$ cat src/psa_pkg.sv
// Constants, register map and state codes for the power state request arbiter.
// Assumes a single 20 MHz core clock and an external sequencer that runs the stored sequences.
package psa_pkg;
  localparam int CLK_FREQ_HZ  = 20_000_000;
  localparam int DELAY_UNIT_S = 1;
  localparam int SEC_CYCLES   = CLK_FREQ_HZ * DELAY_UNIT_S;
  localparam int DLY_W        = 27;
  localparam int NRES         = 8;
  localparam int NPIN         = 5;

  localparam logic [3:0] REG_CTRL    = 4'h0;
  localparam logic [3:0] REG_POL     = 4'h1;
  localparam logic [3:0] REG_WDOG    = 4'h2;
  localparam logic [3:0] REG_SLP_ASG = 4'h3;
  localparam logic [3:0] REG_EN_ASG  = 4'h4;
  localparam logic [3:0] REG_STATE   = 4'h5;
  localparam logic [3:0] REG_RES     = 4'h6;
  localparam logic [3:0] REG_PINS    = 4'h7;

  localparam int CTRL_KEEP_ON = 0;
  localparam int CTRL_SOFTWARE_RESET_BIT  = 1;
  localparam int CTRL_DLY_LO  = 2;
  localparam int CTRL_DLY_HI  = 3;
  localparam int CTRL_LVL_HW  = 4;
  localparam int CTRL_ACT_CR  = 5;
  localparam int CTRL_SLP_EN  = 6;
  localparam int POL_SLEEP    = 0;
  localparam int POL_EN       = 1;
  localparam int WD_EN        = 0;
  localparam int WD_LOCK      = 1;

  localparam logic [7:0] CTRL_RST = 8'h00;
  localparam logic [7:0] POL_RST  = 8'h00;
  localparam logic [7:0] ASG_RST  = 8'h00;

  localparam int PIN_SLEEP = 0;
  localparam int PIN_EN    = 1;
  localparam int PIN_FOFF  = 2;
  localparam int PIN_HOLD  = 3;
  localparam int PIN_BTN   = 4;

  localparam logic [4:0] SEQ_NONE    = 5'h00;
  localparam logic [4:0] SEQ_OFF_TO_ACTIVE_SEQUENCE = 5'h01;
  localparam logic [4:0] SEQ_ACTIVE_TO_OFF_SEQUENCE = 5'h02;
  localparam logic [4:0] SEQ_ACTIVE_TO_SLEEP_SEQUENCE = 5'h04;
  localparam logic [4:0] SEQ_SLEEP_TO_ACTIVE_SEQUENCE = 5'h08;
  localparam logic [4:0] SEQ_SLEEP_TO_OFF_SEQUENCE = 5'h10;

  typedef enum logic [7:0] {
    ST_OFF    = 8'h01,
    ST_ACTIVE = 8'h02,
    ST_SLEEP  = 8'h04,
    ST_WAIT   = 8'h08,
    ST_DOWN   = 8'h10,
    ST_UP     = 8'h20,
    ST_TOSLP  = 8'h40,
    ST_WAKE   = 8'h80
  } psa_state_type;

  function automatic logic [2:0] delay_seconds(input logic [1:0] sel);
    case (sel)
      2'h0:    delay_seconds = 3'h0;
      2'h1:    delay_seconds = 3'h1;
      2'h2:    delay_seconds = 3'h2;
      default: delay_seconds = 3'h4;
    endcase
  endfunction : delay_seconds
endpackage : psa_pkg

$ cat src/psa_arbiter.sv
// Power state request arbiter: switch-off, sleep and wake arbitration and resource modes.
// Assumes an external sequencer answers each seq_start_out with one seq_done_in pulse.
// How it works
// - Switch-off requests win over sleep and switch-on, with no gating.
// - In OFF, an ungated switch-on request acts once no external switch-off request remains.
// - One shared switch-off delay of 0, 1, 2 or 4 seconds.
// - Reset depth selects hardware-level or software-level register reset.
// - Shutdown runs the matching off sequence and stays in OFF.
// - Cold restart runs off, then off-to-active unless switch-on is gated.
// - Watchdog source disabled after reset; software enables, then may lock it.
// - Keep-on bit and hold pin each keep the device on alone.
// - Sleep starts only with no unmasked interrupt pending.
// - Wake comes from interrupt or released sleep pin, only in SLEEP.
// - Accepted wake runs sleep-to-active; an off request in SLEEP runs sleep-to-off.
// - Sleep pin active low by default; assertion requests sleep.
// - Direct enable pin active high by default; assertion wakes its resources.
// - Software may invert both pin polarities.
// - Direct enable resources switch together at once, bypassing the sequencer.
// - Sleep-only resources follow the sequencer's stored order.
// - Unassigned resources never sleep.
module psa_arbiter #(
  parameter int SEC_CYCLES = psa_pkg::SEC_CYCLES
) (
  input  wire logic                     core_clk_in,
  input  wire logic                     nrst_in,
  input  wire logic [3:0]               addr_in,
  input  wire logic [7:0]               wdata_in,
  input  wire logic                     wr_in,
  input  wire logic                     rd_in,
  output logic      [7:0]               rdata_out,
  input  wire logic                     sleep_request_pin_in,
  input  wire logic                     direct_enable_pin_in,
  input  wire logic                     forced_off_pin_in,
  input  wire logic                     hold_on_pin_in,
  input  wire logic                     power_button_pin_in,
  input  wire logic                     thermal_shutdown_in,
  input  wire logic                     system_undervoltage_event_in,
  input  wire logic                     converter_shutdown_event_in,
  input  wire logic                     watchdog_expired_in,
  input  wire logic                     on_request_in,
  input  wire logic                     on_gate_in,
  input  wire logic                     irq_pending_in,
  input  wire logic                     seq_done_in,
  output logic                          seq_start_out,
  output logic      [4:0]               seq_sel_out,
  output logic                          hardware_reset_level_out,
  output logic                          software_reset_level_out,
  output logic      [psa_pkg::NRES-1:0] res_active_out
);
  typedef struct packed {
    psa_pkg::psa_state_type   state;
    logic                     seq_start;
    logic [4:0]               seq_sel;
    logic [7:0]               ctrl;
    logic [7:0]               pol;
    logic                     wd_en;
    logic                     wd_lock;
    logic [psa_pkg::NRES-1:0] slp_asg;
    logic [psa_pkg::NRES-1:0] en_asg;
    logic                     seq_sleep;
    logic                     off_hw;
    logic                     off_cr;
    logic                     rst_hw;
    logic                     rst_sw;
    logic                     tmr_start;
    logic [7:0]               rdata;
    logic [psa_pkg::NRES-1:0] res_act;
  } psa_arb_type;

  psa_arb_type r;
  psa_arb_type next_r;
  logic [psa_pkg::NPIN-1:0] pins;
  logic                     tmr_done;
  logic                     slp_act;
  logic                     en_act;
  logic                     keep_off;
  logic                     imm_off;
  logic                     dly_off;
  logic                     ext_off;
  logic                     sleep_go;
  logic                     wake;
  logic                     powered;

  psa_pin_sync #(
    .W (psa_pkg::NPIN)
  ) u_sync (
    .core_clk_in (core_clk_in),
    .nrst_in     (nrst_in),
    .pin_in      ({power_button_pin_in, hold_on_pin_in, forced_off_pin_in,
                   direct_enable_pin_in, sleep_request_pin_in}),
    .level_out   (pins)
  );

  psa_off_timer #(
    .SEC_CYCLES (SEC_CYCLES)
  ) u_timer (
    .core_clk_in (core_clk_in),
    .nrst_in     (nrst_in),
    .start_in    (r.tmr_start),
    .sel_in      (r.ctrl[psa_pkg::CTRL_DLY_HI:psa_pkg::CTRL_DLY_LO]),
    .done_out    (tmr_done)
  );

  // Pin activity after the software polarity choice.
  assign slp_act = pins[psa_pkg::PIN_SLEEP] ^ ~r.pol[psa_pkg::POL_SLEEP];
  assign en_act  = pins[psa_pkg::PIN_EN] ^ r.pol[psa_pkg::POL_EN];

  // Keep-on loss counts as an off request only when neither keep-on condition holds.
  assign keep_off = !r.ctrl[psa_pkg::CTRL_KEEP_ON] && !pins[psa_pkg::PIN_HOLD];
  assign imm_off  = thermal_shutdown_in || r.ctrl[psa_pkg::CTRL_SOFTWARE_RESET_BIT]
                    || system_undervoltage_event_in || keep_off;
  assign dly_off  = !pins[psa_pkg::PIN_BTN] || pins[psa_pkg::PIN_FOFF]
                    || converter_shutdown_event_in
                    || (r.wd_en && watchdog_expired_in);
  assign ext_off  = thermal_shutdown_in || system_undervoltage_event_in || dly_off;
  assign sleep_go = slp_act && r.ctrl[psa_pkg::CTRL_SLP_EN] && !irq_pending_in;
  assign wake     = irq_pending_in || !(slp_act && r.ctrl[psa_pkg::CTRL_SLP_EN]);
  assign powered  = (r.state != psa_pkg::ST_OFF) && (r.state != psa_pkg::ST_UP);

  always_comb
  begin
    next_r           = r;
    next_r.seq_start = 1'b0;
    next_r.rst_hw    = 1'b0;
    next_r.rst_sw    = 1'b0;
    next_r.tmr_start = 1'b0;

    if (rd_in)
    begin
      case (addr_in)
        psa_pkg::REG_CTRL:    next_r.rdata = r.ctrl;
        psa_pkg::REG_POL:     next_r.rdata = r.pol;
        psa_pkg::REG_WDOG:    next_r.rdata = {6'h00, r.wd_lock, r.wd_en};
        psa_pkg::REG_SLP_ASG: next_r.rdata = r.slp_asg;
        psa_pkg::REG_EN_ASG:  next_r.rdata = r.en_asg;
        psa_pkg::REG_STATE:   next_r.rdata = r.state;
        psa_pkg::REG_RES:     next_r.rdata = r.res_act;
        psa_pkg::REG_PINS:    next_r.rdata = {5'h00, r.seq_sleep, en_act, slp_act};
        default:              next_r.rdata = 8'h00;
      endcase
    end

    if (wr_in)
    begin
      case (addr_in)
        psa_pkg::REG_CTRL:    next_r.ctrl = wdata_in & 8'h7f;
        psa_pkg::REG_POL:     next_r.pol = wdata_in & 8'h03;
        psa_pkg::REG_SLP_ASG: next_r.slp_asg = wdata_in;
        psa_pkg::REG_EN_ASG:  next_r.en_asg = wdata_in;
        psa_pkg::REG_WDOG:
        begin
          // Once locked, the watchdog control ignores writes until reset.
          if (!r.wd_lock)
          begin
            next_r.wd_en   = wdata_in[psa_pkg::WD_EN];
            next_r.wd_lock = wdata_in[psa_pkg::WD_LOCK];
          end
        end
        default:
        begin
        end
      endcase
    end

    case (r.state)
      psa_pkg::ST_OFF:
      begin
        if (!ext_off && on_request_in && !on_gate_in)
        begin
          next_r.state     = psa_pkg::ST_UP;
          next_r.seq_start = 1'b1;
          next_r.seq_sel   = psa_pkg::SEQ_OFF_TO_ACTIVE_SEQUENCE;
        end
      end
      psa_pkg::ST_ACTIVE, psa_pkg::ST_SLEEP:
      begin
        if (imm_off || dly_off)
        begin
          // Button and hold/keep-on losses have fixed depth and action.
          if (imm_off)
          begin
            next_r.off_hw = (thermal_shutdown_in || r.ctrl[psa_pkg::CTRL_SOFTWARE_RESET_BIT]
                            || system_undervoltage_event_in) && r.ctrl[psa_pkg::CTRL_LVL_HW];
            next_r.off_cr = (thermal_shutdown_in || r.ctrl[psa_pkg::CTRL_SOFTWARE_RESET_BIT]
                            || system_undervoltage_event_in) && r.ctrl[psa_pkg::CTRL_ACT_CR];
            next_r.state     = psa_pkg::ST_DOWN;
            next_r.seq_start = 1'b1;
            next_r.seq_sel   = (r.state == psa_pkg::ST_SLEEP) ? psa_pkg::SEQ_SLEEP_TO_OFF_SEQUENCE
                                                              : psa_pkg::SEQ_ACTIVE_TO_OFF_SEQUENCE;
          end
          else
          begin
            next_r.off_hw    = !pins[psa_pkg::PIN_BTN] || r.ctrl[psa_pkg::CTRL_LVL_HW];
            next_r.off_cr    = pins[psa_pkg::PIN_BTN] && r.ctrl[psa_pkg::CTRL_ACT_CR];
            next_r.state     = psa_pkg::ST_WAIT;
            next_r.tmr_start = 1'b1;
          end
          next_r.ctrl[psa_pkg::CTRL_SOFTWARE_RESET_BIT] = 1'b0;
        end
        else if (r.state == psa_pkg::ST_ACTIVE && sleep_go)
        begin
          next_r.state     = psa_pkg::ST_TOSLP;
          next_r.seq_start = 1'b1;
          next_r.seq_sel   = psa_pkg::SEQ_ACTIVE_TO_SLEEP_SEQUENCE;
        end
        else if (r.state == psa_pkg::ST_SLEEP && wake)
        begin
          next_r.state     = psa_pkg::ST_WAKE;
          next_r.seq_start = 1'b1;
          next_r.seq_sel   = psa_pkg::SEQ_SLEEP_TO_ACTIVE_SEQUENCE;
          next_r.seq_sleep = 1'b0;
        end
      end
      psa_pkg::ST_WAIT:
      begin
        // A zero-delay request cuts the pending delay short.
        if (imm_off || tmr_done)
        begin
          next_r.state     = psa_pkg::ST_DOWN;
          next_r.seq_start = 1'b1;
          next_r.seq_sel   = r.seq_sleep ? psa_pkg::SEQ_SLEEP_TO_OFF_SEQUENCE : psa_pkg::SEQ_ACTIVE_TO_OFF_SEQUENCE;
          next_r.ctrl[psa_pkg::CTRL_SOFTWARE_RESET_BIT] = 1'b0;
        end
      end
      psa_pkg::ST_DOWN:
      begin
        if (seq_done_in)
        begin
          next_r.seq_sleep = 1'b0;
          next_r.rst_hw    = r.off_hw;
          next_r.rst_sw    = !r.off_hw;
          next_r.ctrl      = psa_pkg::CTRL_RST;
          if (r.off_hw)
          begin
            next_r.pol     = psa_pkg::POL_RST;
            next_r.slp_asg = psa_pkg::ASG_RST;
            next_r.en_asg  = psa_pkg::ASG_RST;
          end
          if (r.off_cr && !on_gate_in)
          begin
            next_r.state     = psa_pkg::ST_UP;
            next_r.seq_start = 1'b1;
            next_r.seq_sel   = psa_pkg::SEQ_OFF_TO_ACTIVE_SEQUENCE;
          end
          else
            next_r.state = psa_pkg::ST_OFF;
        end
      end
      psa_pkg::ST_UP:
      begin
        if (seq_done_in)
        begin
          next_r.state                       = psa_pkg::ST_ACTIVE;
          next_r.ctrl[psa_pkg::CTRL_KEEP_ON] = 1'b1;
        end
      end
      psa_pkg::ST_TOSLP:
      begin
        if (seq_done_in)
        begin
          next_r.state     = psa_pkg::ST_SLEEP;
          next_r.seq_sleep = 1'b1;
        end
      end
      psa_pkg::ST_WAKE:
      begin
        if (seq_done_in)
          next_r.state = psa_pkg::ST_ACTIVE;
      end
      default:
        next_r.state = psa_pkg::ST_OFF;
    endcase

    for (int i = 0; i < psa_pkg::NRES; i++)
    begin
      case ({r.en_asg[i], r.slp_asg[i]})
        2'b00:   next_r.res_act[i] = powered;
        2'b01:   next_r.res_act[i] = powered && !r.seq_sleep;
        2'b10:   next_r.res_act[i] = powered && en_act;
        default: next_r.res_act[i] = powered && (en_act || !r.seq_sleep);
      endcase
    end
  end

  always_ff @(posedge core_clk_in or negedge nrst_in)
  begin
    if (!nrst_in)
    begin
      r         <= '0;
      r.state   <= psa_pkg::ST_OFF;
      r.ctrl    <= psa_pkg::CTRL_RST;
      r.pol     <= psa_pkg::POL_RST;
      r.slp_asg <= psa_pkg::ASG_RST;
      r.en_asg  <= psa_pkg::ASG_RST;
    end
    else
      r <= next_r;
  end

  assign rdata_out                = r.rdata;
  assign seq_start_out            = r.seq_start;
  assign seq_sel_out              = r.seq_sel;
  assign hardware_reset_level_out = r.rst_hw;
  assign software_reset_level_out = r.rst_sw;
  assign res_active_out           = r.res_act;
endmodule : psa_arbiter

$ cat src/psa_pin_sync.sv
// Three-stage synchroniser for asynchronous pins with agreement filter.
// Assumes pins are slow levels; a change is taken once stages two and three agree.
module psa_pin_sync #(
  parameter int W = 5
) (
  input  wire logic         core_clk_in,
  input  wire logic         nrst_in,
  input  wire logic [W-1:0] pin_in,
  output logic      [W-1:0] level_out
);
  typedef struct packed {
    logic [W-1:0] ff1;
    logic [W-1:0] ff2;
    logic [W-1:0] ff3;
    logic [W-1:0] q;
  } psa_sync_type;

  psa_sync_type r;
  psa_sync_type next_r;

  always_comb
  begin
    next_r     = r;
    next_r.ff1 = pin_in;
    next_r.ff2 = r.ff1;
    next_r.ff3 = r.ff2;
    for (int i = 0; i < W; i++)
    begin
      if (r.ff2[i] == r.ff3[i])
        next_r.q[i] = r.ff3[i];
    end
  end

  always_ff @(posedge core_clk_in or negedge nrst_in)
  begin
    if (!nrst_in)
      r <= '0;
    else
      r <= next_r;
  end

  assign level_out = r.q;
endmodule : psa_pin_sync

$ cat src/psa_off_timer.sv
// Shared switch-off delay timer: 0, 1, 2 or 4 seconds, one done pulse per start.
// Assumes start is a one-cycle pulse; a new start restarts the count.
module psa_off_timer #(
  parameter int SEC_CYCLES = psa_pkg::SEC_CYCLES
) (
  input  wire logic       core_clk_in,
  input  wire logic       nrst_in,
  input  wire logic       start_in,
  input  wire logic [1:0] sel_in,
  output logic            done_out
);
  typedef struct packed {
    logic [psa_pkg::DLY_W-1:0] cnt;
    logic                      busy;
    logic                      done;
  } psa_tmr_type;

  psa_tmr_type r;
  psa_tmr_type next_r;
  logic [psa_pkg::DLY_W-1:0] target;

  assign target = psa_pkg::DLY_W'(SEC_CYCLES * int'(psa_pkg::delay_seconds(sel_in)));

  always_comb
  begin
    next_r      = r;
    next_r.done = 1'b0;
    if (start_in)
    begin
      next_r.busy = (target != '0);
      next_r.done = (target == '0);
      next_r.cnt  = target - 1'b1;
    end
    else if (r.busy)
    begin
      if (r.cnt == '0)
      begin
        next_r.busy = 1'b0;
        next_r.done = 1'b1;
      end
      else
        next_r.cnt = r.cnt - 1'b1;
    end
  end

  always_ff @(posedge core_clk_in or negedge nrst_in)
  begin
    if (!nrst_in)
      r <= '0;
    else
      r <= next_r;
  end

  assign done_out = r.done;
endmodule : psa_off_timer

$ cat config.mk
export PLATFORM = sky130hd
export DESIGN_NAME = psa_arbiter
export DESIGN_NICKNAME = d
export VERILOG_FILES = /design/src/psa_pkg.sv /design/src/psa_arbiter.sv /design/src/psa_pin_sync.sv /design/src/psa_off_timer.sv
export SDC_FILE = /design/constraint.sdc
export NUM_CORES = 1
export LEC_CHECK = 0
export BUFFER_PORTS_ARGS = -buffer_cell sky130_fd_sc_hd__buf_2
export CAP_MARGIN = 20
export CORE_ASPECT_RATIO = 0.8
export CORE_UTILIZATION = 50
export CTS_CLUSTER_SIZE = 24
export DETAILED_ROUTE_END_ITERATION = 12
export PLACE_DENSITY = 0.74
export SLEW_MARGIN = 20
export SYNTH_ARGS = -nofsm -noshare
export SYNTH_HDL_FRONTEND = slang
export SYNTH_SLANG_ARGS = --single-unit
$ cat constraint.sdc
create_clock -name core_clk_in -period 3.1 [get_ports core_clk_in]
set_input_delay 0.465 -clock core_clk_in [delete_from_list [all_inputs] [get_ports core_clk_in]]
set_output_delay 0.465 -clock core_clk_in [all_outputs]
set_load 0.005 [all_outputs]
==> results by group <==
Run status
  • Status: complete, no violations

Synth
  • Multiplexer share of the synthesized area: 9.40%
  • Syn Nets: between 600 and 700
  • Post-synthesis xor/xnor area fraction: ~1.3%
  • Syn avg cell area: ~10 um2
  • Post-Syn Instances: 588
  • Post-synthesis compound-gate area fraction: 13.9%
  • Adder-cell share of the synthesized area: under 10%
  • Count of cell types in the netlist: 63
  • Main combinational cell family by area after synthesis: simple AND/OR/NAND/NOR gates
  • Post-synthesis simple-gate area fraction: a little under a fifth
  • Async set or reset register ratio after synthesis: 100%
  • Post-synthesis sequential area ratio: between 40% and 50%
  • Synth Flop Type: dfrtp_1
  • Post-Syn Area: roughly 6000 um2
  • Syn. warnings: 0
  • Post-synth EDFFs: 0
  • #FFs+latches synth: approximately 120

STA
  • Final setup vio count: 0
  • Crit share post-route: between 80 and 90%
  • Tmin final: 2730 ps
  • Skew final: about 9.3 ps
  • TNS Setup: 0 ps
  • RSZ-0062 raised after global routing: false
  • Slew margin rel.: between 30% and 40%
  • Fmax: 0.367 GHz
  • Slew @ Worst Pin: 925 ps
  • Pins over their slew limit: 0
  • Final Hold Vio Count: 0

Global route
  • Number of global-route vias before repair: between 4,000 and 5,000
  • Largest net degree at the start of global routing: 74
  • Met2 Usage GRT: a little under two fifths
  • Total grt overflow: 0
  • Met1 Usage GRT: a little over a third
  • First-pass GRT wire length: between 20,000 and 25,000 um
  • Most Crowded Layer GR: met2
  • Initial antenna violation count: 0
  • Total track usage: around 26%
  • GRT met3 Usage: under 10%

Routing
  • DRC Markers: 0
  • DRT Pass-1 Iters: 7
  • DRT antenna net count: 0
  • Initial DRC Count: 442
  • Vias: 4,835
  • DR vias/cell: slightly above 6
  • Drt wl/cell: slightly below 20 um
  • Drt total wl: between 15,000 and 20,000 um

Die
  • Initial Util: 51.9%
  • Core Box Area: around 12,000 um2
  • FP Rows: 35
  • Die area: roughly 13,000 um2
  • Die height: 101 um
  • I/O pins: 53
  • Die X: about 130 um

CTS
  • Worst-skew pair later-pin latency: about 420 ps
  • Hold-fix buffers, CTS: 0
  • CTS Buf Count: 17
  • Setup bufs post-CTS: 0
  • Clock transition at the registers of the reported paths: 60 ps
  • H-tree Lvls: 4
  • Clk buf depth: 2
  • Post-CTS Resized: 0
  • # clock sinks: between 100 and 150
  • CTS root buf: clkbuf_16
  • TritonCTS clock tree: yes

Cells and area
  • Net count, final: 654
  • Layout cells sized above 1: between 10% and 20%
  • Syn-to-layout area delta: 14.3%
  • N_diodes: 0

Worst setup path
  • Crit start category: flop
  • CP Cell Sequence: inv_1 -> ha_1 -> or4b_1 -> or4_1 -> or3b_1 -> o21a_1 -> o31a_1
  • Worst setup EP type: flop
  • Worst EP required: approximately 3400 ps
  • Arrival time at the worst endpoint: 3010 ps
  • Kind of critical path: reg2reg
  • Slowest CP cell: or3b_1
  • Worst path max stage delay: between 500 and 600 ps
  • Crit-path max FO: 7

Placement
  • RD Place Congestion: 0.898
  • PortBufs: between 50 and 60
  • Post-DP HPWL: roughly 10,000 um

Power and ir drop
  • Leakage power: 3.44 nW
  • Pwr Density: slightly below 700 nW/um2
  • Tot Pwr: ~4.8 mW
  • Worst IR drop on VDD: roughly 0.42 mV

Worst hold path
  • HP Class: in2reg

Flow run
  • Max_cap viols: 0
-- synth_stat cells, types with 10 or more instances --
| cell type | instances | area share, % |
|---|---|---|
| mux2i_1 | 48 | 7.9 |
| buf_4 | 21 | 2.6 |
| nor2_1 | 57 | 3.5 |
| o31a_1 | 21 | 3.0 |
| or3_1 | 11 | 1.1 |
| inv_1 | 16 | 0.99 |
| and2_1 | 10 | 1.0 |
| nor4_1 | 18 | 1.9 |
| a21oi_1 | 19 | 1.6 |
| nand2_1 | 21 | 1.3 |
| dfrtp_1 | 118 | 49 |
| clkbuf_1 | 25 | 1.5 |
| nand3_1 | 16 | 1.3 |
| o21ai_0 | 14 | 1.2 |
| nor3_1 | 17 | 1.4 |
-- cells by family after synthesis --
group	after synthesis
buffers and inverters	69
XOR/XNOR	9
multiplexers	54
flip-flops	119
adder cells (fa/ha/maj)	13
AO/OA/AOI/OAI	117
AND/OR/NAND/NOR	207
-- final timing paths --
path | startpoint | end | slack (ps) | cells past startpoint
worst max-delay path | u_timer.r[2] | u_timer.r[24] | 370 | 7
worst min-delay path | hold_on_pin_in | u_sync.next_r[13] | 150 | 1
worst max register to register | u_timer.r[2] | u_timer.r[24] | 370 | 7
worst min register to register | u_sync.next_r[13] | u_sync.next_r[8] | 350 | 0
max in group asynchronous | nrst_in | u_timer.r[28] | 2150 | 2
min in group asynchronous | nrst_in | u_sync.next_r[11] | 180 | 1
-- cells in the final DEF (no fill, tap or decap), types with 17 or more instances in the layout --
cell type | synthesis | final
dfrtp_1 | 118 | 118
nor2_1 | 57 | 57
buf_2 | 4 | 51
mux2i_1 | 48 | 48
nand2_1 | 21 | 21
o31a_1 | 21 | 21
a21oi_1 | 19 | 19
nor4_1 | 18 | 18
nor3_1 | 17 | 17
clkbuf_16 | 0 | 17
-- power by group --
part	internal (mW)	leakage (nW)	switching [mW]
Sequential	1.74	1.55	0.184
Clock	1.35	0.295	0.742
Combinational	0.340	1.60	0.474
-- per-layer routing --
layer	part of all wire, %	wire length [um]
met1	46	7020
met2	43	6540
met3	9.0	1360
met4	1.5	229
met5	0	0
-- stage by stage --
step	std cells	hold slack [ps]	utilization, %	cell area (um2)	worst slack, ps
2_1_floorplan	588	169	-	6070	554
3_3_place_gp	746	331	54.0	6310	475
3_5_place_dp	746	336	54.0	6310	422
4_1_cts	778	146	59.4	6940	391
5_1_grt	778	140	59.4	6940	247
6_report	778	150	59.4	6940	375
-- registers in the layout, indices dropped and copies added (netlist names) --
register,count
r,46
u_timer.r,28
u_sync.next_r,10
rdata_out,8
res_active_out,8
seq_sel_out,5
u_sync.level_out,5
u_sync.r,5
hardware_reset_level_out,1
seq_start_out,1
software_reset_level_out,1
u_timer.done_out,1
-- critical path: cells and delay by family, from the launching register on --
kind	cells	cell delay, ps
simple gates	3	1480
buf+inv	1	90
flops	1	390
compound gates	2	480
fa+ha+maj	1	190
-- area by class of cell --
cell class                      count  area, um2
Tap cell                          148        185
Inverter                           16       60.1
Clock buffer                       17        425
Sequential cell                   119       2980
Clock inverter                     15        204
Multi-Input combinational cell    400       2740
Fill cell                         931       4750
Timing Repair Buffer               63        345
Note: power is estimated with default switching activity, not from simulation.
